## config.mk

```make
export PLATFORM = sky130hd
export DESIGN_NAME = gpio_cd
export DESIGN_NICKNAME = d
export VERILOG_FILES = /design/src/rtl/gpio_cd_pkg.sv /design/src/rtl/gpio_cd.sv
export SDC_FILE = /design/constraint.sdc
export NUM_CORES = 1
export LEC_CHECK = 0
export BUFFER_PORTS_ARGS = -buffer_cell sky130_fd_sc_hd__buf_2
export CAP_MARGIN = 30
export CORE_ASPECT_RATIO = 0.9
export CORE_MARGIN = 8
export CORE_UTILIZATION = 48
export CTS_CLUSTER_SIZE = 10
export DETAILED_ROUTE_END_ITERATION = 10
export PLACE_DENSITY = 0.77
export SLEW_MARGIN = 20
export SYNTH_ARGS = -nofsm -noshare
export SYNTH_HDL_FRONTEND = slang
export SYNTH_SLANG_ARGS = --single-unit
```

## constraint.sdc

```tcl
create_clock -name CLK -period 2.3 [get_ports CLK]
set_clock_uncertainty 0.1 [all_clocks]
set_input_delay 0.69 -clock CLK [delete_from_list [all_inputs] [get_ports CLK]]
set_output_delay 0.69 -clock CLK [all_outputs]
set_load 0.05 [all_outputs]
```

## src/rtl/gpio_cd_pkg.sv

```systemverilog
package gpio_cd_pkg;
  // Register byte offsets on the APB window
  localparam logic [11:0] OFF_C_PIN = 12'h000;
  localparam logic [11:0] OFF_C_LATCH = 12'h004;
  localparam logic [11:0] OFF_C_DIR = 12'h008;
  localparam logic [11:0] OFF_D_PIN = 12'h00c;
  localparam logic [11:0] OFF_D_LATCH = 12'h010;
  localparam logic [11:0] OFF_D_DIR = 12'h014;
  localparam logic [11:0] OFF_OD_FIRST = 12'h018;
  localparam logic [11:0] OFF_OD_THIRD = 12'h01c;
  localparam logic [11:0] OFF_PAD_CFG = 12'h020;
  localparam logic [11:0] OFF_MEM_CTRL = 12'h024;
  localparam logic [11:0] OFF_E_DIR = 12'h028;
  // Reset values
  localparam logic [7:0] RST_LATCH = 8'h00;
  localparam logic [7:0] RST_DIR = 8'hff;
  localparam logic [7:0] RST_OD = 8'h00;
  localparam logic [7:0] RST_PAD_CFG = 8'h80;
  localparam logic [7:0] RST_MEM_CTRL = 8'h00;
  localparam logic [7:0] RST_E_DIR = 8'hff;
  // Writable bits of the partly implemented registers
  localparam logic [7:0] MASK_OD_FIRST = 8'he1;
  localparam logic [7:0] MASK_OD_THIRD = 8'hc1;
  localparam logic [7:0] MASK_PAD_CFG = 8'he6;
  localparam logic [7:0] MASK_MEM_CTRL = 8'h80;
  // Field positions
  localparam int BIT_SSP1_OD = 7;
  localparam int BIT_CCP2_OD = 6;
  localparam int BIT_CCP1_OD = 5;
  localparam int BIT_SSP2_OD = 0;
  localparam int BIT_U1_OD = 6;
  localparam int BIT_PULLUP_DIS = 7;
  localparam int BIT_EXT_BUS_DIS = 7;
  localparam int BIT_PSP_EN = 4;
  // Port C pin roles
  localparam int PIN_SEC_CLK = 0;
  localparam int PIN_CCP2 = 1;
  localparam int PIN_CCP1 = 2;
  // Port C pins grouped by the open-drain bit that governs them
  localparam logic [7:0] C_SSP1_PINS = 8'h38;
  localparam logic [7:0] C_U1_PINS = 8'hc0;
  // Port D serial pins
  localparam logic [7:0] D_SSP2_PINS = 8'h70;
endpackage

```

## src/rtl/gpio_cd.sv

```systemverilog
`timescale 1ns/1ps
// How it works
// - Two 8-bit ports, pin, latch, direction registers
// - Direction 0 drives latch, 1 is input
// - Reset leaves port C pins digital inputs; port D goes to the external bus
// - Peripherals may force pin direction
// - Direction read returns stored software value
// - Active peripheral output replaces latch data
// - Overridden pins ignore their direction bit
// - Peripheral pins go open-drain when bit set
// - Port D serial pins open-drain on bit 0
// - Compare unit two on C1 when select high
// - PWM outputs may float during shutdown
// - C0 clock input only with oscillator off
// - Pad config bit 7 disables D pull-ups
// - Pull-up off on any output pin
// - Reset disables port D pull-ups
// - External bus owns port D until disabled
// - Port E direction bit 4 selects slave port
// - Slave port only in microcontroller mode
module gpio_cd
  import gpio_cd_pkg::*;
#(
  parameter int PORT_WIDTH = 8, // Pins per port
  parameter bit WIDE_PACKAGE = 1'b1 // External bus bonded out
) (
  // Clock and reset
  input wire logic CLK,
  input wire logic NRST,
  // APB slave
  input wire logic PSEL,
  input wire logic PENABLE,
  input wire logic PWRITE,
  input wire logic [11:0] PADDR,
  input wire logic [31:0] PWDATA,
  input wire logic [3:0] PSTRB,
  output logic PREADY,
  output logic [31:0] PRDATA,
  output logic PSLVERR,
  // Port C pads
  input wire logic [PORT_WIDTH-1:0] C_PAD_IN,
  output logic [PORT_WIDTH-1:0] C_PAD_OUT,
  output logic [PORT_WIDTH-1:0] C_PAD_OE,
  // Port D pads
  input wire logic [PORT_WIDTH-1:0] D_PAD_IN,
  output logic [PORT_WIDTH-1:0] D_PAD_OUT,
  output logic [PORT_WIDTH-1:0] D_PAD_OE,
  output logic [PORT_WIDTH-1:0] D_PULLUP_EN,
  output logic D_TTL_INPUT,
  // Synchronised pin levels for the peripherals
  output logic [PORT_WIDTH-1:0] C_PIN_SYNC,
  output logic [PORT_WIDTH-1:0] D_PIN_SYNC,
  // Port C peripheral requests
  input wire logic [PORT_WIDTH-1:0] C_PERIPH_DATA_EN,
  input wire logic [PORT_WIDTH-1:0] C_PERIPH_DATA,
  input wire logic [PORT_WIDTH-1:0] C_PERIPH_DIR_OVR,
  input wire logic [PORT_WIDTH-1:0] C_PERIPH_DRIVE,
  input wire logic [PORT_WIDTH-1:0] C_PWM_FLOAT,
  // Port D peripheral requests
  input wire logic [PORT_WIDTH-1:0] D_PERIPH_DATA_EN,
  input wire logic [PORT_WIDTH-1:0] D_PERIPH_DATA,
  input wire logic [PORT_WIDTH-1:0] D_PERIPH_DIR_OVR,
  input wire logic [PORT_WIDTH-1:0] D_PERIPH_DRIVE,
  // External memory bus on port D
  input wire logic [PORT_WIDTH-1:0] EXT_BUS_DATA,
  input wire logic EXT_BUS_DRIVE,
  output logic EXT_BUS_OWNS_D,
  // Parallel slave port on port D
  input wire logic [PORT_WIDTH-1:0] PSP_DATA,
  input wire logic PSP_DRIVE,
  output logic PSP_ACTIVE,
  // Device mode and clock options
  input wire logic MCU_MODE,
  input wire logic COMPARE_TWO_PIN_SELECT,
  input wire logic SEC_OSC_ENABLE,
  output logic SEC_CLOCK_IN
);

  // Software registers
  logic [PORT_WIDTH-1:0] c_latch_reg;
  logic [PORT_WIDTH-1:0] c_dir_reg;
  logic [PORT_WIDTH-1:0] d_latch_reg;
  logic [PORT_WIDTH-1:0] d_dir_reg;
  logic [7:0] od_first_reg;
  logic [7:0] od_third_reg;
  logic [7:0] pad_cfg_reg;
  logic [7:0] mem_ctrl_reg;
  logic [7:0] e_dir_reg;

  // Synchroniser stages
  logic [PORT_WIDTH-1:0] c_meta_reg;
  logic [PORT_WIDTH-1:0] c_sync_reg;
  logic [PORT_WIDTH-1:0] d_meta_reg;
  logic [PORT_WIDTH-1:0] d_sync_reg;

  // Bus response flops
  logic ready_reg;
  logic [31:0] rdata_reg;
  logic err_reg;

  // Pad drive, registered so outputs come from flops
  logic [PORT_WIDTH-1:0] c_out_reg;
  logic [PORT_WIDTH-1:0] c_oe_reg;
  logic [PORT_WIDTH-1:0] d_out_reg;
  logic [PORT_WIDTH-1:0] d_oe_reg;
  logic [PORT_WIDTH-1:0] d_pull_reg;
  logic bus_own_reg;
  logic psp_reg;
  logic sec_clk_reg;

  // Combinational pin results
  logic [PORT_WIDTH-1:0] c_out_next;
  logic [PORT_WIDTH-1:0] c_oe_next;
  logic [PORT_WIDTH-1:0] d_out_next;
  logic [PORT_WIDTH-1:0] d_oe_next;
  logic [PORT_WIDTH-1:0] c_od_class;
  logic [PORT_WIDTH-1:0] d_od_class;

  // Decoded bus events
  logic setup_phase;
  logic wr_en;
  logic ext_bus_on;
  logic psp_on;
  logic [7:0] wbyte;
  logic [31:0] rdata_next;
  logic err_next;

  // A request is seen in its setup cycle; the write lands at the access edge
  assign setup_phase = PSEL & ~PENABLE;
  assign wr_en = PSEL & PENABLE & PWRITE & ready_reg & PSTRB[0];
  assign wbyte = PWDATA[7:0];

  // Bus takes port D while enabled; slave port only in controller mode
  assign ext_bus_on = WIDE_PACKAGE & ~mem_ctrl_reg[BIT_EXT_BUS_DIS];
  assign psp_on = e_dir_reg[BIT_PSP_EN] & MCU_MODE & ~ext_bus_on;

  // Two-stage pin synchronisers; only the second stage is ever read
  always_ff @(posedge CLK or negedge NRST) begin
    if (!NRST) begin
      c_meta_reg <= '0;
      c_sync_reg <= '0;
      d_meta_reg <= '0;
      d_sync_reg <= '0;
    end else begin
      c_meta_reg <= C_PAD_IN;
      c_sync_reg <= c_meta_reg;
      d_meta_reg <= D_PAD_IN;
      d_sync_reg <= d_meta_reg;
    end
  end

  // Port C latch; a write to the pin register lands in the latch too
  always_ff @(posedge CLK or negedge NRST) begin
    if (!NRST) begin
      c_latch_reg <= PORT_WIDTH'(RST_LATCH);
    end else if (wr_en && (PADDR == OFF_C_PIN || PADDR == OFF_C_LATCH)) begin
      c_latch_reg <= PORT_WIDTH'(wbyte);
    end
  end

  // Port D latch
  always_ff @(posedge CLK or negedge NRST) begin
    if (!NRST) begin
      d_latch_reg <= PORT_WIDTH'(RST_LATCH);
    end else if (wr_en && (PADDR == OFF_D_PIN || PADDR == OFF_D_LATCH)) begin
      d_latch_reg <= PORT_WIDTH'(wbyte);
    end
  end

  // Direction registers; all ones at reset so every pin not owned by the external bus is an input
  always_ff @(posedge CLK or negedge NRST) begin
    if (!NRST) begin
      c_dir_reg <= PORT_WIDTH'(RST_DIR);
      d_dir_reg <= PORT_WIDTH'(RST_DIR);
    end else if (wr_en) begin
      if (PADDR == OFF_C_DIR) begin
        c_dir_reg <= PORT_WIDTH'(wbyte);
      end
      if (PADDR == OFF_D_DIR) begin
        d_dir_reg <= PORT_WIDTH'(wbyte);
      end
    end
  end

  // Open-drain controls; unimplemented bits stay zero
  always_ff @(posedge CLK or negedge NRST) begin
    if (!NRST) begin
      od_first_reg <= RST_OD;
      od_third_reg <= RST_OD;
    end else if (wr_en) begin
      if (PADDR == OFF_OD_FIRST) begin
        od_first_reg <= wbyte & MASK_OD_FIRST;
      end
      if (PADDR == OFF_OD_THIRD) begin
        od_third_reg <= wbyte & MASK_OD_THIRD;
      end
    end
  end

  // Pad configuration; pull-ups come out of reset disabled
  always_ff @(posedge CLK or negedge NRST) begin
    if (!NRST) begin
      pad_cfg_reg <= RST_PAD_CFG;
    end else if (wr_en && PADDR == OFF_PAD_CFG) begin
      pad_cfg_reg <= wbyte & MASK_PAD_CFG;
    end
  end

  // Memory control and port E direction, held here for the port D muxes
  always_ff @(posedge CLK or negedge NRST) begin
    if (!NRST) begin
      mem_ctrl_reg <= RST_MEM_CTRL;
      e_dir_reg <= RST_E_DIR;
    end else if (wr_en) begin
      if (PADDR == OFF_MEM_CTRL) begin
        mem_ctrl_reg <= wbyte & MASK_MEM_CTRL;
      end
      if (PADDR == OFF_E_DIR) begin
        e_dir_reg <= wbyte;
      end
    end
  end

  // Open-drain class per pin, from the bit that owns each pin
  always_comb begin
    c_od_class = '0;
    d_od_class = '0;
    if (od_first_reg[BIT_SSP1_OD]) begin
      c_od_class = c_od_class | PORT_WIDTH'(C_SSP1_PINS);
    end
    if (od_third_reg[BIT_U1_OD]) begin
      c_od_class = c_od_class | PORT_WIDTH'(C_U1_PINS);
    end
    // Compare unit two only counts while it is mapped onto C1
    c_od_class[PIN_CCP2] = od_first_reg[BIT_CCP2_OD] & COMPARE_TWO_PIN_SELECT;
    c_od_class[PIN_CCP1] = od_first_reg[BIT_CCP1_OD];
    if (od_first_reg[BIT_SSP2_OD]) begin
      d_od_class = PORT_WIDTH'(D_SSP2_PINS);
    end
  end

  // Per-pin drive for both ports
  genvar gi;
  generate
    for (gi = 0; gi < PORT_WIDTH; gi++) begin : g_pin
      logic c_data_en;
      logic c_drive;
      logic c_data;
      logic c_func;
      logic d_drive;
      logic d_data;
      logic d_func;

      // C1 ignores compare unit two data when it is mapped elsewhere; its direction override still applies
      assign c_data_en = C_PERIPH_DATA_EN[gi] & ((gi != PIN_CCP2) | COMPARE_TWO_PIN_SELECT);
      assign c_func = c_data_en | C_PERIPH_DIR_OVR[gi];
      // Forced direction wins over the software bit
      assign c_drive = C_PERIPH_DIR_OVR[gi] ? C_PERIPH_DRIVE[gi] : ~c_dir_reg[gi];
      assign c_data = c_data_en ? C_PERIPH_DATA[gi] : c_latch_reg[gi];

      // Port D ordering: external bus, then slave port, then peripherals
      assign d_func = D_PERIPH_DATA_EN[gi] | D_PERIPH_DIR_OVR[gi];
      always_comb begin
        if (ext_bus_on) begin
          d_drive = EXT_BUS_DRIVE;
          d_data = EXT_BUS_DATA[gi];
        end else if (psp_on) begin
          d_drive = PSP_DRIVE;
          d_data = PSP_DATA[gi];
        end else begin
          d_drive = D_PERIPH_DIR_OVR[gi] ? D_PERIPH_DRIVE[gi] : ~d_dir_reg[gi];
          d_data = D_PERIPH_DATA_EN[gi] ? D_PERIPH_DATA[gi] : d_latch_reg[gi];
        end
      end

      // Pad enable; open-drain only pulls low, shutdown floats the pin
      always_comb begin
        c_out_next[gi] = c_data;
        c_oe_next[gi] = c_drive & ~C_PWM_FLOAT[gi];
        if (c_func && c_od_class[gi]) begin
          c_out_next[gi] = 1'b0;
          c_oe_next[gi] = c_drive & ~c_data & ~C_PWM_FLOAT[gi];
        end
        d_out_next[gi] = d_data;
        d_oe_next[gi] = d_drive;
        if (d_func && d_od_class[gi] && !ext_bus_on && !psp_on) begin
          d_out_next[gi] = 1'b0;
          d_oe_next[gi] = d_drive & ~d_data;
        end
      end
    end
  endgenerate

  // Pad outputs; reset leaves every enable low
  always_ff @(posedge CLK or negedge NRST) begin
    if (!NRST) begin
      c_out_reg <= '0;
      c_oe_reg <= '0;
      d_out_reg <= '0;
      d_oe_reg <= '0;
    end else begin
      c_out_reg <= c_out_next;
      c_oe_reg <= c_oe_next;
      d_out_reg <= d_out_next;
      d_oe_reg <= d_oe_next;
    end
  end

  // Pull-ups: global disable bit, and off on any pin that drives
  always_ff @(posedge CLK or negedge NRST) begin
    if (!NRST) begin
      d_pull_reg <= '0;
    end else if (pad_cfg_reg[BIT_PULLUP_DIS]) begin
      d_pull_reg <= '0;
    end else begin
      d_pull_reg <= ~d_oe_next;
    end
  end

  // Mode indications for the pads and neighbouring blocks
  always_ff @(posedge CLK or negedge NRST) begin
    if (!NRST) begin
      bus_own_reg <= 1'b0;
      psp_reg <= 1'b0;
      sec_clk_reg <= 1'b0;
    end else begin
      bus_own_reg <= ext_bus_on;
      psp_reg <= psp_on;
      // C0 feeds the digital clock path only with the oscillator off
      sec_clk_reg <= c_sync_reg[PIN_SEC_CLK] & ~SEC_OSC_ENABLE;
    end
  end

  // Read mux; direction reads show the stored value, never the override
  always_comb begin
    rdata_next = '0;
    err_next = 1'b0;
    unique case (PADDR)
      OFF_C_PIN: rdata_next[PORT_WIDTH-1:0] = c_sync_reg;
      OFF_C_LATCH: rdata_next[PORT_WIDTH-1:0] = c_latch_reg;
      OFF_C_DIR: rdata_next[PORT_WIDTH-1:0] = c_dir_reg;
      OFF_D_PIN: rdata_next[PORT_WIDTH-1:0] = d_sync_reg;
      OFF_D_LATCH: rdata_next[PORT_WIDTH-1:0] = d_latch_reg;
      OFF_D_DIR: rdata_next[PORT_WIDTH-1:0] = d_dir_reg;
      OFF_OD_FIRST: rdata_next[7:0] = od_first_reg;
      OFF_OD_THIRD: rdata_next[7:0] = od_third_reg;
      OFF_PAD_CFG: rdata_next[7:0] = pad_cfg_reg;
      OFF_MEM_CTRL: rdata_next[7:0] = mem_ctrl_reg;
      OFF_E_DIR: rdata_next[7:0] = e_dir_reg;
      // Unmapped address answers with an error and zero data
      default: err_next = 1'b1;
    endcase
  end

  // Bus answer: ready for exactly the first access cycle
  always_ff @(posedge CLK or negedge NRST) begin
    if (!NRST) begin
      ready_reg <= 1'b0;
      rdata_reg <= '0;
      err_reg <= 1'b0;
    end else begin
      ready_reg <= setup_phase;
      if (setup_phase) begin
        rdata_reg <= PWRITE ? 32'h0000_0000 : rdata_next;
        err_reg <= err_next;
      end else begin
        rdata_reg <= 32'h0000_0000;
        err_reg <= 1'b0;
      end
    end
  end

  // Output wiring, all straight from flops
  assign PREADY = ready_reg;
  assign PRDATA = rdata_reg;
  assign PSLVERR = err_reg;
  assign C_PAD_OUT = c_out_reg;
  assign C_PAD_OE = c_oe_reg;
  assign D_PAD_OUT = d_out_reg;
  assign D_PAD_OE = d_oe_reg;
  assign D_PULLUP_EN = d_pull_reg;
  assign D_TTL_INPUT = psp_reg;
  assign C_PIN_SYNC = c_sync_reg;
  assign D_PIN_SYNC = d_sync_reg;
  assign EXT_BUS_OWNS_D = bus_own_reg;
  assign PSP_ACTIVE = psp_reg;
  assign SEC_CLOCK_IN = sec_clk_reg;

endmodule // gpio_cd

```

==> load_flow_metrics.sql, run 1 <==
INSERT INTO impl_metrics (metric_group, metric, value, unit) VALUES
('flow_run', 'drv.max_cap_violation_count', '0', ''),
('setup_path', 'cp_data_arrival_time', '2.38', 'ns'),
('power_and_ir_drop', 'p_comb_frac', '0.124', ''),
('floorplan', 'initial_core_util', '0.4873', ''),
('power_and_ir_drop', 'internal_power', '4.445', 'mW'),
('clock_tree', 'clk-insertion-delay-late', '0.42', 'ns'),
('timing', 'max-slew-margin-rel', '0.6668', ''),
('clock_tree', 'ctsLongestPathBuffers', '2', ''),
('yosys', 'synth.yosys.seq_area_share', '0.5702', ''),
('clock_tree', 'cts_tree', 'yes', ''),
('power_and_ir_drop', 'fin_total_pwr', '6.076', 'mW'),
('clock_tree', 'sink_count', '138', ''),
('floorplan', 'placement_rows', '39', ''),
('outcome', 'run_status', 'complete, no violations', ''),
('grt', 'global_route_wire_length_before_repair', '27140', 'um'),
('cells_and_area', 'area_overhead_of_the_layout_relative_to_synthesis', '32.80', '%'),
('placed_design', 'finalWeightedCongestion', '0.8697', ''),
('clock_tree', 'post_cts_resize_count', '0', ''),
('yosys', 'async_reset_ff_frac', '1.000', ''),
('setup_path', 'cp_max_fo', '4', ''),
('yosys', 'ys_warn_count', '0', ''),
('grt', 'grt_pass1_vias', '5223', ''),
('timing', 'achievable-frequency', '0.4593', 'GHz'),
('setup_path', 'critical_path_class', 'in -> reg', ''),
('setup_path', 'cp.required', '2.50', 'ns'),
('timing', 'setup_viol', '0', ''),
('setup_path', 'start_kind', 'primary input', ''),
('worst_hold_path', 'holdCritPathClass', 'in -> async', ''),
('drt', 'drt.antenna.violating_nets', '0', ''),
('drt', 'detail_route.wl_per_cell', '18.95', 'um'),
('floorplan', 'chip_height', '123.0', 'um'),
('timing', 'finalWorstSetupSlack', '0.1226', 'ns'),
('timing', 'fin_crit', '2.177', 'ns'),
('power_and_ir_drop', 'cell_area_power_density', '748.7', 'mW/mm^2'),
('clock_tree', 'cts_root_buf', 'clkbuf_16', ''),
('floorplan', 'fp.dieW', '134.9', 'um'),
('power_and_ir_drop', 'clock_share_of_power', '0.461', ''),
('power_and_ir_drop', 'power.share.sequential', '0.415', ''),
('timing', 'report.final.slew_viol_count', '0', ''),
('yosys', 'synth.lib_cells_used.distinct', '50', ''),
('timing', 'grt_setup_unrepaired', 'no', ''),
('yosys', 'post_synth_instance_area', '0.006111', 'sq mm'),
('cells_and_area', 'final_nets', '922', ''),
('cells_and_area', 'layout-drive-gt1-share', '0.4851', ''),
('yosys', 'yosys_register_bits', '138', ''),
('clock_tree', 'cts.clk_slew.worst_paths', '0.06', 'ns'),
('setup_path', 'worst-r2r-setup-slack', '0.39', 'ns'),
('grt', 'global_route.usage.total', '0.2135', ''),
('grt', 'grt_start_max_net_pins', '50', ''),
('placed_design', 'place_ws', '-0.3251', 'ns'),
('grt', 'globalRouteOverflowTotal', '0', ''),
('cells_and_area', 'final_common_cell', 'buf_2', ''),
('yosys', 'syn_avg_cell_area', '11.80', 'sq um'),
('setup_path', 'worst_reg2reg_startpoint', 'mem_ctrl_reg[7]', ''),
('clock_tree', 'cts-hold-fix-buffers', '0', ''),
('drt', 'drc_violations', '0', ''),
('power_and_ir_drop', 'switching_share', '0.2685', ''),
('clock_tree', 'cts_buffers', '17', ''),
('power_and_ir_drop', 'vdd_ir_drop_max', '666.4', 'uV'),
('power_and_ir_drop', 'p_leak', '3.996', 'nW'),
('cells_and_area', 'highest_count_cells_in_the_layout_ignoring_fill_and_taps', 'buf_2, dfrtp_1, mux2_2, nor2_1, nand2_1', ''),
('clock_tree', 'post_cts.repair.setup_buffers', '0', ''),
('timing', 'tightestPinTransition', '0.4953', 'ns'),
('floorplan', 'boundaryPins', '256', ''),
('yosys', 'synth_flop_cell', 'dfrtp_1', ''),
('timing', 'final_hold_viol_count', '0', ''),
('placed_design', 'place_hpwl', '13770', 'um'),
('floorplan', 'design.core.area', '0.01254', 'sq mm'),
('setup_path', 'cp-end-kind', 'register', ''),
('cells_and_area', 'n_antenna_cell', '0', ''),
('power_and_ir_drop', 'switching_power', '1.631', 'mW'),
('placed_design', 'io_buffer_count', '204', ''),
('grt', 'antenna_found_initial', '0', ''),
('drt', 'totalWireLength', '17760', 'um'),
('drt', 'num_vias', '5001', ''),
('drt', 'post_drt_via_cell_ratio', '5.337', ''),
('yosys', 'synth_enable_flop_cells', '0', ''),
('floorplan', 'die-area', '0.01660', 'sq mm'),
('clock_tree', 'cts_htree_levels', '4', ''),
('drt', 'drtIter0Drc', '275', ''),
('drt', 'detailedRoute.firstPassIterationCount', '5', ''),
('timing', 'finalCritPeriodShare', '0.9467', ''),
('yosys', 'netlist_instances', '518', ''),
('setup_path', 'setup.worst_path.start', 'PADDR[9]', '');
[layer usage]
metal  routed length [um]  track usage
met4                  240      0.06722
met2                 8352       0.3454
met5                    0            0
met3                 1900      0.08489
met1                 7266       0.2591
[cells in the mapped netlist (2+ instances only)]
library cell | number | share of area
a211oi_1 | 7 | 0.0086
a21boi_0 | 3 | 0.0037
a21oi_1 | 33 | 0.027
a221o_1 | 3 | 0.0049
a221oi_1 | 2 | 0.0029
a22o_1 | 5 | 0.0072
a22oi_1 | 7 | 0.0086
a31oi_1 | 5 | 0.0051
a32o_1 | 2 | 0.0033
and3_1 | 2 | 0.0020
and4_1 | 2 | 0.0029
buf_1 | 2 | 0.0012
buf_2 | 7 | 0.0057
buf_4 | 27 | 0.033
clkbuf_1 | 4 | 0.0025
dfrtp_1 | 113 | 0.46
dfstp_2 | 25 | 0.11
inv_1 | 9 | 0.0055
mux2_2 | 66 | 0.12
mux2i_1 | 24 | 0.039
nand2_1 | 35 | 0.021
nand2b_1 | 3 | 0.0031
nand3_1 | 10 | 0.0082
nor2_1 | 56 | 0.034
nor2_4 | 4 | 0.0074
nor2b_1 | 11 | 0.011
nor3_1 | 2 | 0.0016
nor4_1 | 2 | 0.0020
o21ai_0 | 21 | 0.017
o221ai_1 | 2 | 0.0029
o22ai_1 | 2 | 0.0020
o2bb2ai_1 | 3 | 0.0043
o32ai_1 | 2 | 0.0029
[path summary, 6_finish.rpt]
kind | endpoint | depth (start not counted)
worst min-delay path | d_meta_reg[1] | 1
worst max register to register | D_PULLUP_EN[4] | 5
min in group CLK | C_PIN_SYNC[6] | 0
worst max-delay path | od_third_reg[6] | 6
worst min register to register | C_PIN_SYNC[6] | 0
max in group asynchronous | d_dir_reg[2] | 2
[logic make-up (layout without fill, tap and decap cells)]
family / count (synthesis) / after routing / synth area share
other: 1 / 24 / 0.0006137
AND/OR/NAND/NOR: 138 / 138 / 0.1130
AO/OA/AOI/OAI: 100 / 100 / 0.1046
buffers and inverters: 51 / 283 / 0.05057
multiplexers: 90 / 90 / 0.1609
flip-flops: 138 / 138 / 0.5702
[power by group through the flow]
stage / combinational [mW] / sequential [mW] / clock [mW]
global placement: 0.738 / 2.56 / 0
floorplan: 0.259 / 2.76 / 0
global route: 0.801 / 2.53 / 2.97
finish: 0.752 / 2.52 / 2.80
detailed placement: 0.752 / 2.56 / 0
CTS: 0.754 / 2.52 / 2.85
[through the flow]
step	setup TNS [ns]	std cells	hold slack, ns	utilization	instance area (sq um)
global placement	-9.866	905	0.2313	0.5979	7498
CTS	0	937	0.1143	0.6471	8115
detailed placement	-12.96	905	0.2347	0.5979	7498
floorplan	0	541	0.2312	-	6197
finish	0	937	0.1108	0.6471	8115
global route	0	937	0.1242	0.6471	8115
[final cells by class]
type	count	area, sq um
well taps	164	205.2
clock buffers	17	425.4
multi-input cells	352	2404
flip-flops and latches	138	3485
fillers	996	4425
inverters	10	37.54
repair buffers	241	1368
clock inverters	15	191.4
[worst max-delay path: stages]
cell,delay (ns)
buf_2,0.09
nor4_1,0.38
and4_1,0.38
nand2_1,0.18
nor2_1,0.29
mux2_2,0.38
(Power assumes the default switching activity.)
==> run 2: changes to the inputs <==
--- a/config.mk
+++ b/config.mk
@@ -8,7 +8,6 @@
 export BUFFER_PORTS_ARGS = -buffer_cell sky130_fd_sc_hd__buf_2
 export CAP_MARGIN = 30
 export CORE_ASPECT_RATIO = 0.9
-export CORE_MARGIN = 8
 export CORE_UTILIZATION = 48
 export CTS_CLUSTER_SIZE = 10
 export DETAILED_ROUTE_END_ITERATION = 10
==> run 2 against run 1 <==
Effect of this change:
- critical path depth is the same
- clock power about the same
- fmax grew 0.63%
- critical endpoint is now pad_cfg_reg[2]
- global-route usage rose by 4.4 points
- utilization rose by 1.5 points
- via count fell by 1.7%
==> load_flow_metrics.sql, run 2 (synthesis results as in run 1) <==
INSERT INTO impl_metrics (metric_group, metric, value, unit) VALUES
('placed_design', 'place_ws', '-0.3295', 'ns'),
('cells_and_area', 'multi_input_area', '0.002406', 'sq mm'),
('floorplan', 'boundaryPins', '256', ''),
('clock_tree', 'cts-hold-fix-buffers', '0', ''),
('drt', 'drc_violations', '0', ''),
('timing', 'grt_setup_unrepaired', 'no', ''),
('power_and_ir_drop', 'clock_share_of_power', '0.463', ''),
('power_and_ir_drop', 'p_comb_frac', '0.122', ''),
('flow_run', 'drv.max_cap_violation_count', '0', ''),
('cells_and_area', 'layout-drive-gt1-share', '0.4844', ''),
('clock_tree', 'cts_buffers', '17', ''),
('power_and_ir_drop', 'power.share.sequential', '0.415', ''),
('timing', 'achievable-frequency', '0.4622', 'GHz'),
('timing', 'final_hold_viol_count', '0', ''),
('drt', 'drtIter0Drc', '256', ''),
('drt', 'detailedRoute.firstPassIterationCount', '4', ''),
('drt', 'drt.antenna.violating_nets', '0', ''),
('power_and_ir_drop', 'switching_share', '0.2621', ''),
('grt', 'global_route_wire_length_before_repair', '25030', 'um'),
('drt', 'num_vias', '4918', ''),
('setup_path', 'critical_path_class', 'in -> reg', ''),
('power_and_ir_drop', 'switching_power', '1.594', 'mW'),
('setup_path', 'start_kind', 'primary input', ''),
('setup_path', 'cp.required', '2.50', 'ns'),
('floorplan', 'die-area', '0.01319', 'sq mm'),
('placed_design', 'finalWeightedCongestion', '0.9363', ''),
('timing', 'max-slew-margin-rel', '0.6608', ''),
('clock_tree', 'ctsLongestPathBuffers', '2', ''),
('timing', 'fin_crit', '2.164', 'ns'),
('power_and_ir_drop', 'p_leak', '3.980', 'nW'),
('placed_design', 'place_inst', '898', ''),
('timing', 'report.final.slew_viol_count', '0', ''),
('placed_design', 'io_buffer_count', '204', ''),
('floorplan', 'fp.dieW', '120.9', 'um'),
('cells_and_area', 'layoutNonFillerInstCount', '930', ''),
('clock_tree', 'clk-insertion-delay-late', '0.42', 'ns'),
('timing', 'tightestPinTransition', '0.5042', 'ns'),
('grt', 'grt_start_max_net_pins', '46', ''),
('grt', 'grt_pass1_vias', '4852', ''),
('cells_and_area', 'final_nets', '919', ''),
('worst_hold_path', 'holdCritPathClass', 'in -> async', ''),
('timing', 'finalCritPeriodShare', '0.9408', ''),
('setup_path', 'cp_max_fo', '5', ''),
('drt', 'detail_route.wl_per_cell', '17.32', 'um'),
('drt', 'post_drt_via_cell_ratio', '5.288', ''),
('cells_and_area', 'area_overhead_of_the_layout_relative_to_synthesis', '32.43', '%'),
('grt', 'globalRouteOverflowTotal', '0', ''),
('cells_and_area', 'fillerInstances', '933', ''),
('cells_and_area', 'highest_count_cells_in_the_layout_ignoring_fill_and_taps', 'buf_2, dfrtp_1, mux2_2, nor2_1, nand2_1', ''),
('clock_tree', 'sink_count', '138', ''),
('clock_tree', 'cts.clk_slew.worst_paths', '0.06', 'ns'),
('clock_tree', 'cts_tree', 'yes', ''),
('grt', 'antenna_found_initial', '0', ''),
('floorplan', 'placement_rows', '38', ''),
('drt', 'totalWireLength', '16110', 'um'),
('clock_tree', 'cts_htree_levels', '4', ''),
('placed_design', 'place_hpwl', '12200', 'um'),
('power_and_ir_drop', 'internal_power', '4.486', 'mW'),
('cells_and_area', 'n_antenna_cell', '0', ''),
('clock_tree', 'post_cts.repair.setup_buffers', '0', ''),
('setup_path', 'cp_data_arrival_time', '2.36', 'ns'),
('timing', 'setup_viol', '0', ''),
('timing', 'finalWorstSetupSlack', '0.1362', 'ns'),
('floorplan', 'design.core.area', '0.01222', 'sq mm'),
('clock_tree', 'cts_root_buf', 'clkbuf_16', ''),
('floorplan', 'initial_core_util', '0.5001', ''),
('power_and_ir_drop', 'vdd_ir_drop_max', '633.9', 'uV'),
('cells_and_area', 'register_area', '0.003485', 'sq mm'),
('power_and_ir_drop', 'cell_area_power_density', '751.2', 'mW/mm^2'),
('grt', 'global_route.usage.total', '0.2575', ''),
('floorplan', 'chip_height', '109.0', 'um'),
('outcome', 'run_status', 'complete, no violations', ''),
('setup_path', 'cp-end-kind', 'register', ''),
('cells_and_area', 'final_common_cell', 'buf_2', '');
==> run 2: changes by cell type in the layout (fill, tap and decap cells not counted), sizes merged <==
cell / previous run / this run
buf: 241 / 238
clkinvlp: 2 / 3
inv: 14 / 13
clkinv: 6 / 4
clkbuf: 17 / 19
==> run 2: worst max-delay path, stage by stage <==
cell     delay [ns]
buf_2          0.10
nor4_1         0.36
and4_1         0.38
nand2_2        0.14
nor3_4         0.30
mux2_2         0.38
==> run 2: power by group through the flow <==
stage	Combinational, mW	Sequential, mW	Clock, mW
floorplan	0.259	2.76	0
global placement	0.726	2.56	0
detailed placement	0.742	2.57	0
CTS	0.745	2.52	2.85
global route	0.797	2.53	2.95
finish	0.744	2.52	2.81
==> run 2: final timing paths <==
path	start	to	slack (ns)	cells after the start
min reg2reg	d_meta_reg[3]	D_PIN_SYNC[3]	0.25	0
min in group CLK	d_meta_reg[3]	D_PIN_SYNC[3]	0.25	0
min	NRST	c_latch_reg[0]	0.10	1
max in group asynchronous	NRST	D_PAD_OE[0]	1.31	2
max reg2reg	PREADY	pad_cfg_reg[2]	0.40	5
max	PADDR[9]	pad_cfg_reg[2]	0.14	6
==> run 2: final cells by class <==
type | instances | area share
tap | 160 | 0.02474
clock inverter | 13 | 0.02056
timing repair buffer | 238 | 0.1662
clock buffer | 19 | 0.05597
multi-input combinational | 352 | 0.2973
sequential | 138 | 0.4306
inverter | 10 | 0.004638
==> run 2: repair_timing <==
action / CTS / global route
endpoints found under the hold margin: 0 / 0
endpoints found under the setup margin: 0 / 3
gates resized for setup: 0 / 1
==> run 2: per-layer routing <==
metal,track usage,vias to the layer above,wire [um]
met2,0.4302,223,7750
met3,0.06067,17,990
li1,-,2275,-
met5,0,-,0
met4,0.08289,0,209
met1,0.3324,2403,7157
==> run 2: stage by stage <==
step	hold slack (ns)	utilization	cell area, sq um	setup TNS, ns	total power [mW]
after floorplan	0.2312	-	6197	0	3.019
after global placement	0.2314	0.6114	7471	-9.784	3.288
after detailed placement	0.2355	0.6114	7471	-12.61	3.308
after CTS	0.1007	0.6621	8090	0	6.115
after global routing	0.1179	0.6623	8093	0	6.279
final	0.1015	0.6623	8093	0	6.080
==> run 3: changes to the inputs <==
--- a/config.mk
+++ b/config.mk
@@ -11,7 +11,7 @@
 export CORE_UTILIZATION = 48
 export CTS_CLUSTER_SIZE = 10
 export DETAILED_ROUTE_END_ITERATION = 10
-export PLACE_DENSITY = 0.77
+export PLACE_DENSITY = 0.8
 export SLEW_MARGIN = 20
 export SYNTH_ARGS = -nofsm -noshare
 export SYNTH_HDL_FRONTEND = slang
==> run 3 against run 2 <==
Effect of this change:
- flip-flop and latch count unchanged
- worst hold slack better by 0.019 ns
- largest power group unchanged
- cell count up 0.11%
- critical path type unchanged
- sequential power about the same
- total power down 0.19%
- global-route usage up 0.94 points
- clock power about the same
==> load_flow_metrics.sql, run 3 (synthesis results as in run 1) <==
INSERT INTO impl_metrics (metric_group, metric, value, unit) VALUES
('outcome', 'run_status', 'complete, no violations', ''),
('power_and_ir_drop', 'power.share.sequential', '0.416', ''),
('clock_tree', 'cts_tree', 'yes', ''),
('timing', 'report.final.slew_viol_count', '0', ''),
('power_and_ir_drop', 'p_comb_frac', '0.123', ''),
('setup_path', 'start_kind', 'primary input', ''),
('timing', 'final_hold_viol_count', '0', ''),
('cells_and_area', 'n_antenna_cell', '0', ''),
('cells_and_area', 'final_common_cell', 'buf_2', ''),
('power_and_ir_drop', 'internal_power', '4.508', 'mW'),
('setup_path', 'setup.worst_path.start', 'PADDR[9]', ''),
('floorplan', 'placement_rows', '38', ''),
('drt', 'drc_violations', '0', ''),
('power_and_ir_drop', 'switching_power', '1.560', 'mW'),
('cells_and_area', 'layout-drive-gt1-share', '0.4812', ''),
('timing', 'tightestPinTransition', '0.5025', 'ns'),
('setup_path', 'critical_path_class', 'in -> reg', ''),
('setup_path', 'worst-r2r-setup-slack', '0.40', 'ns'),
('drt', 'drtIter0Drc', '265', ''),
('timing', 'fin_crit', '2.211', 'ns'),
('worst_hold_path', 'holdCritPathClass', 'in -> async', ''),
('power_and_ir_drop', 'switching_share', '0.2571', ''),
('placed_design', 'finalWeightedCongestion', '0.8897', ''),
('placed_design', 'place_hpwl', '12430', 'um'),
('setup_path', 'cp.required', '2.50', 'ns'),
('drt', 'drt.antenna.violating_nets', '0', ''),
('timing', 'finalCritPeriodShare', '0.9615', ''),
('floorplan', 'initial_core_util', '0.5001', ''),
('clock_tree', 'post_cts_resize_count', '0', ''),
('cells_and_area', 'fillerInstances', '910', ''),
('placed_design', 'io_buffer_count', '204', ''),
('floorplan', 'chip_height', '109.0', 'um'),
('cells_and_area', 'register_area', '0.003485', 'sq mm'),
('power_and_ir_drop', 'vdd_ir_drop_max', '647.5', 'uV'),
('drt', 'post_drt_via_cell_ratio', '5.366', ''),
('grt', 'global_route.usage.total', '0.2669', ''),
('cells_and_area', 'postLayoutCoreUtil', '0.6592', ''),
('setup_path', 'cp_data_arrival_time', '2.41', 'ns'),
('clock_tree', 'post_cts.repair.setup_buffers', '0', ''),
('timing', 'grt_setup_unrepaired', 'no', ''),
('floorplan', 'boundaryPins', '256', ''),
('grt', 'global_route_wire_length_before_repair', '25940', 'um'),
('power_and_ir_drop', 'clock_share_of_power', '0.461', ''),
('grt', 'globalRouteOverflowTotal', '0', ''),
('cells_and_area', 'area_overhead_of_the_layout_relative_to_synthesis', '31.82', '%'),
('floorplan', 'fp.dieW', '120.9', 'um'),
('flow_run', 'drv.max_cap_violation_count', '0', ''),
('clock_tree', 'cts-hold-fix-buffers', '0', ''),
('power_and_ir_drop', 'p_leak', '3.969', 'nW'),
('grt', 'grt_start_max_net_pins', '57', ''),
('clock_tree', 'clk-insertion-delay-late', '0.42', 'ns'),
('setup_path', 'cp-end-kind', 'register', ''),
('timing', 'achievable-frequency', '0.4522', 'GHz'),
('grt', 'antenna_found_initial', '0', ''),
('timing', 'max-slew-margin-rel', '0.6650', ''),
('power_and_ir_drop', 'cell_area_power_density', '753.3', 'mW/mm^2'),
('cells_and_area', 'final_nets', '920', ''),
('clock_tree', 'ctsLongestPathBuffers', '2', ''),
('drt', 'detailedRoute.firstPassIterationCount', '4', ''),
('timing', 'setup_viol', '0', ''),
('clock_tree', 'cts_htree_levels', '4', ''),
('power_and_ir_drop', 'fin_total_pwr', '6.068', 'mW'),
('grt', 'grt_pass1_vias', '4994', ''),
('drt', 'num_vias', '4996', ''),
('setup_path', 'worst_reg2reg_startpoint', 'PREADY', ''),
('floorplan', 'die-area', '0.01319', 'sq mm'),
('setup_path', 'cp_max_fo', '5', ''),
('clock_tree', 'cts.clk_slew.worst_paths', '0.06', 'ns'),
('drt', 'totalWireLength', '16580', 'um'),
('cells_and_area', 'multi_input_area', '0.002404', 'sq mm'),
('clock_tree', 'cts_root_buf', 'clkbuf_16', ''),
('floorplan', 'design.core.area', '0.01222', 'sq mm'),
('drt', 'detail_route.wl_per_cell', '17.81', 'um'),
('clock_tree', 'cts_buffers', '17', ''),
('clock_tree', 'sink_count', '138', ''),
('cells_and_area', 'highest_count_cells_in_the_layout_ignoring_fill_and_taps', 'buf_2, dfrtp_1, mux2_2, nor2_1, nand2_1', '');
run 3: power groups by stage:
stage	clock network [mW]	registers (mW)	logic, mW
after floorplan	0	2.76	0.259
after global placement	0	2.56	0.726
after detailed placement	0	2.57	0.742
after CTS	2.85	2.52	0.745
after global routing	2.98	2.53	0.796
final	2.80	2.52	0.745
run 3: cell type report:
type | instances | area share
Clock buffer | 22 | 0.05887
Tap cell | 160 | 0.02485
Multi-Input combinational cell | 352 | 0.2984
Sequential cell | 138 | 0.4326
Clock inverter | 10 | 0.01740
Inverter | 10 | 0.004660
Timing Repair Buffer | 239 | 0.1632
run 3: critical path: stages:
cell     delay, ns
buf_2         0.10
nor4_1        0.30
buf_4         0.17
and4_1        0.30
nand2_1       0.17
nor2_4        0.14
buf_4         0.18
mux2_2        0.35
run 3: worst paths after layout:
| kind | endpoint | depth (start not counted) |
|---|---|---|
| min in group CLK | D_PIN_SYNC[0] | 0 |
| worst min register to register | D_PIN_SYNC[0] | 0 |
| worst min-delay path | C_PAD_OUT[5] | 1 |
| max in group asynchronous | c_dir_reg[7] | 2 |
| worst max register to register | c_latch_reg[0] | 6 |
| worst max-delay path | c_latch_reg[0] | 8 |
run 3: stage by stage:
stage	cells	hold slack (ns)	setup WS, ns	setup TNS [ns]	area [sq um]
floorplan	541	0.2312	0.08218	0	6197
global placement	899	0.2311	-0.3340	-15.36	7441
detailed placement	899	0.2355	-0.3404	-15.00	7441
CTS	931	0.1234	0.1115	0	8055
global route	931	0.1489	0.03535	0	8055
finish	931	0.1203	0.08851	0	8055
run 3: per-layer routing:
layer | track usage | part of all wire
met1 | 0.3467 | 0.44
met5 | 0 | 0
met3 | 0.06485 | 0.070
met2 | 0.4327 | 0.47
met4 | 0.1058 | 0.019
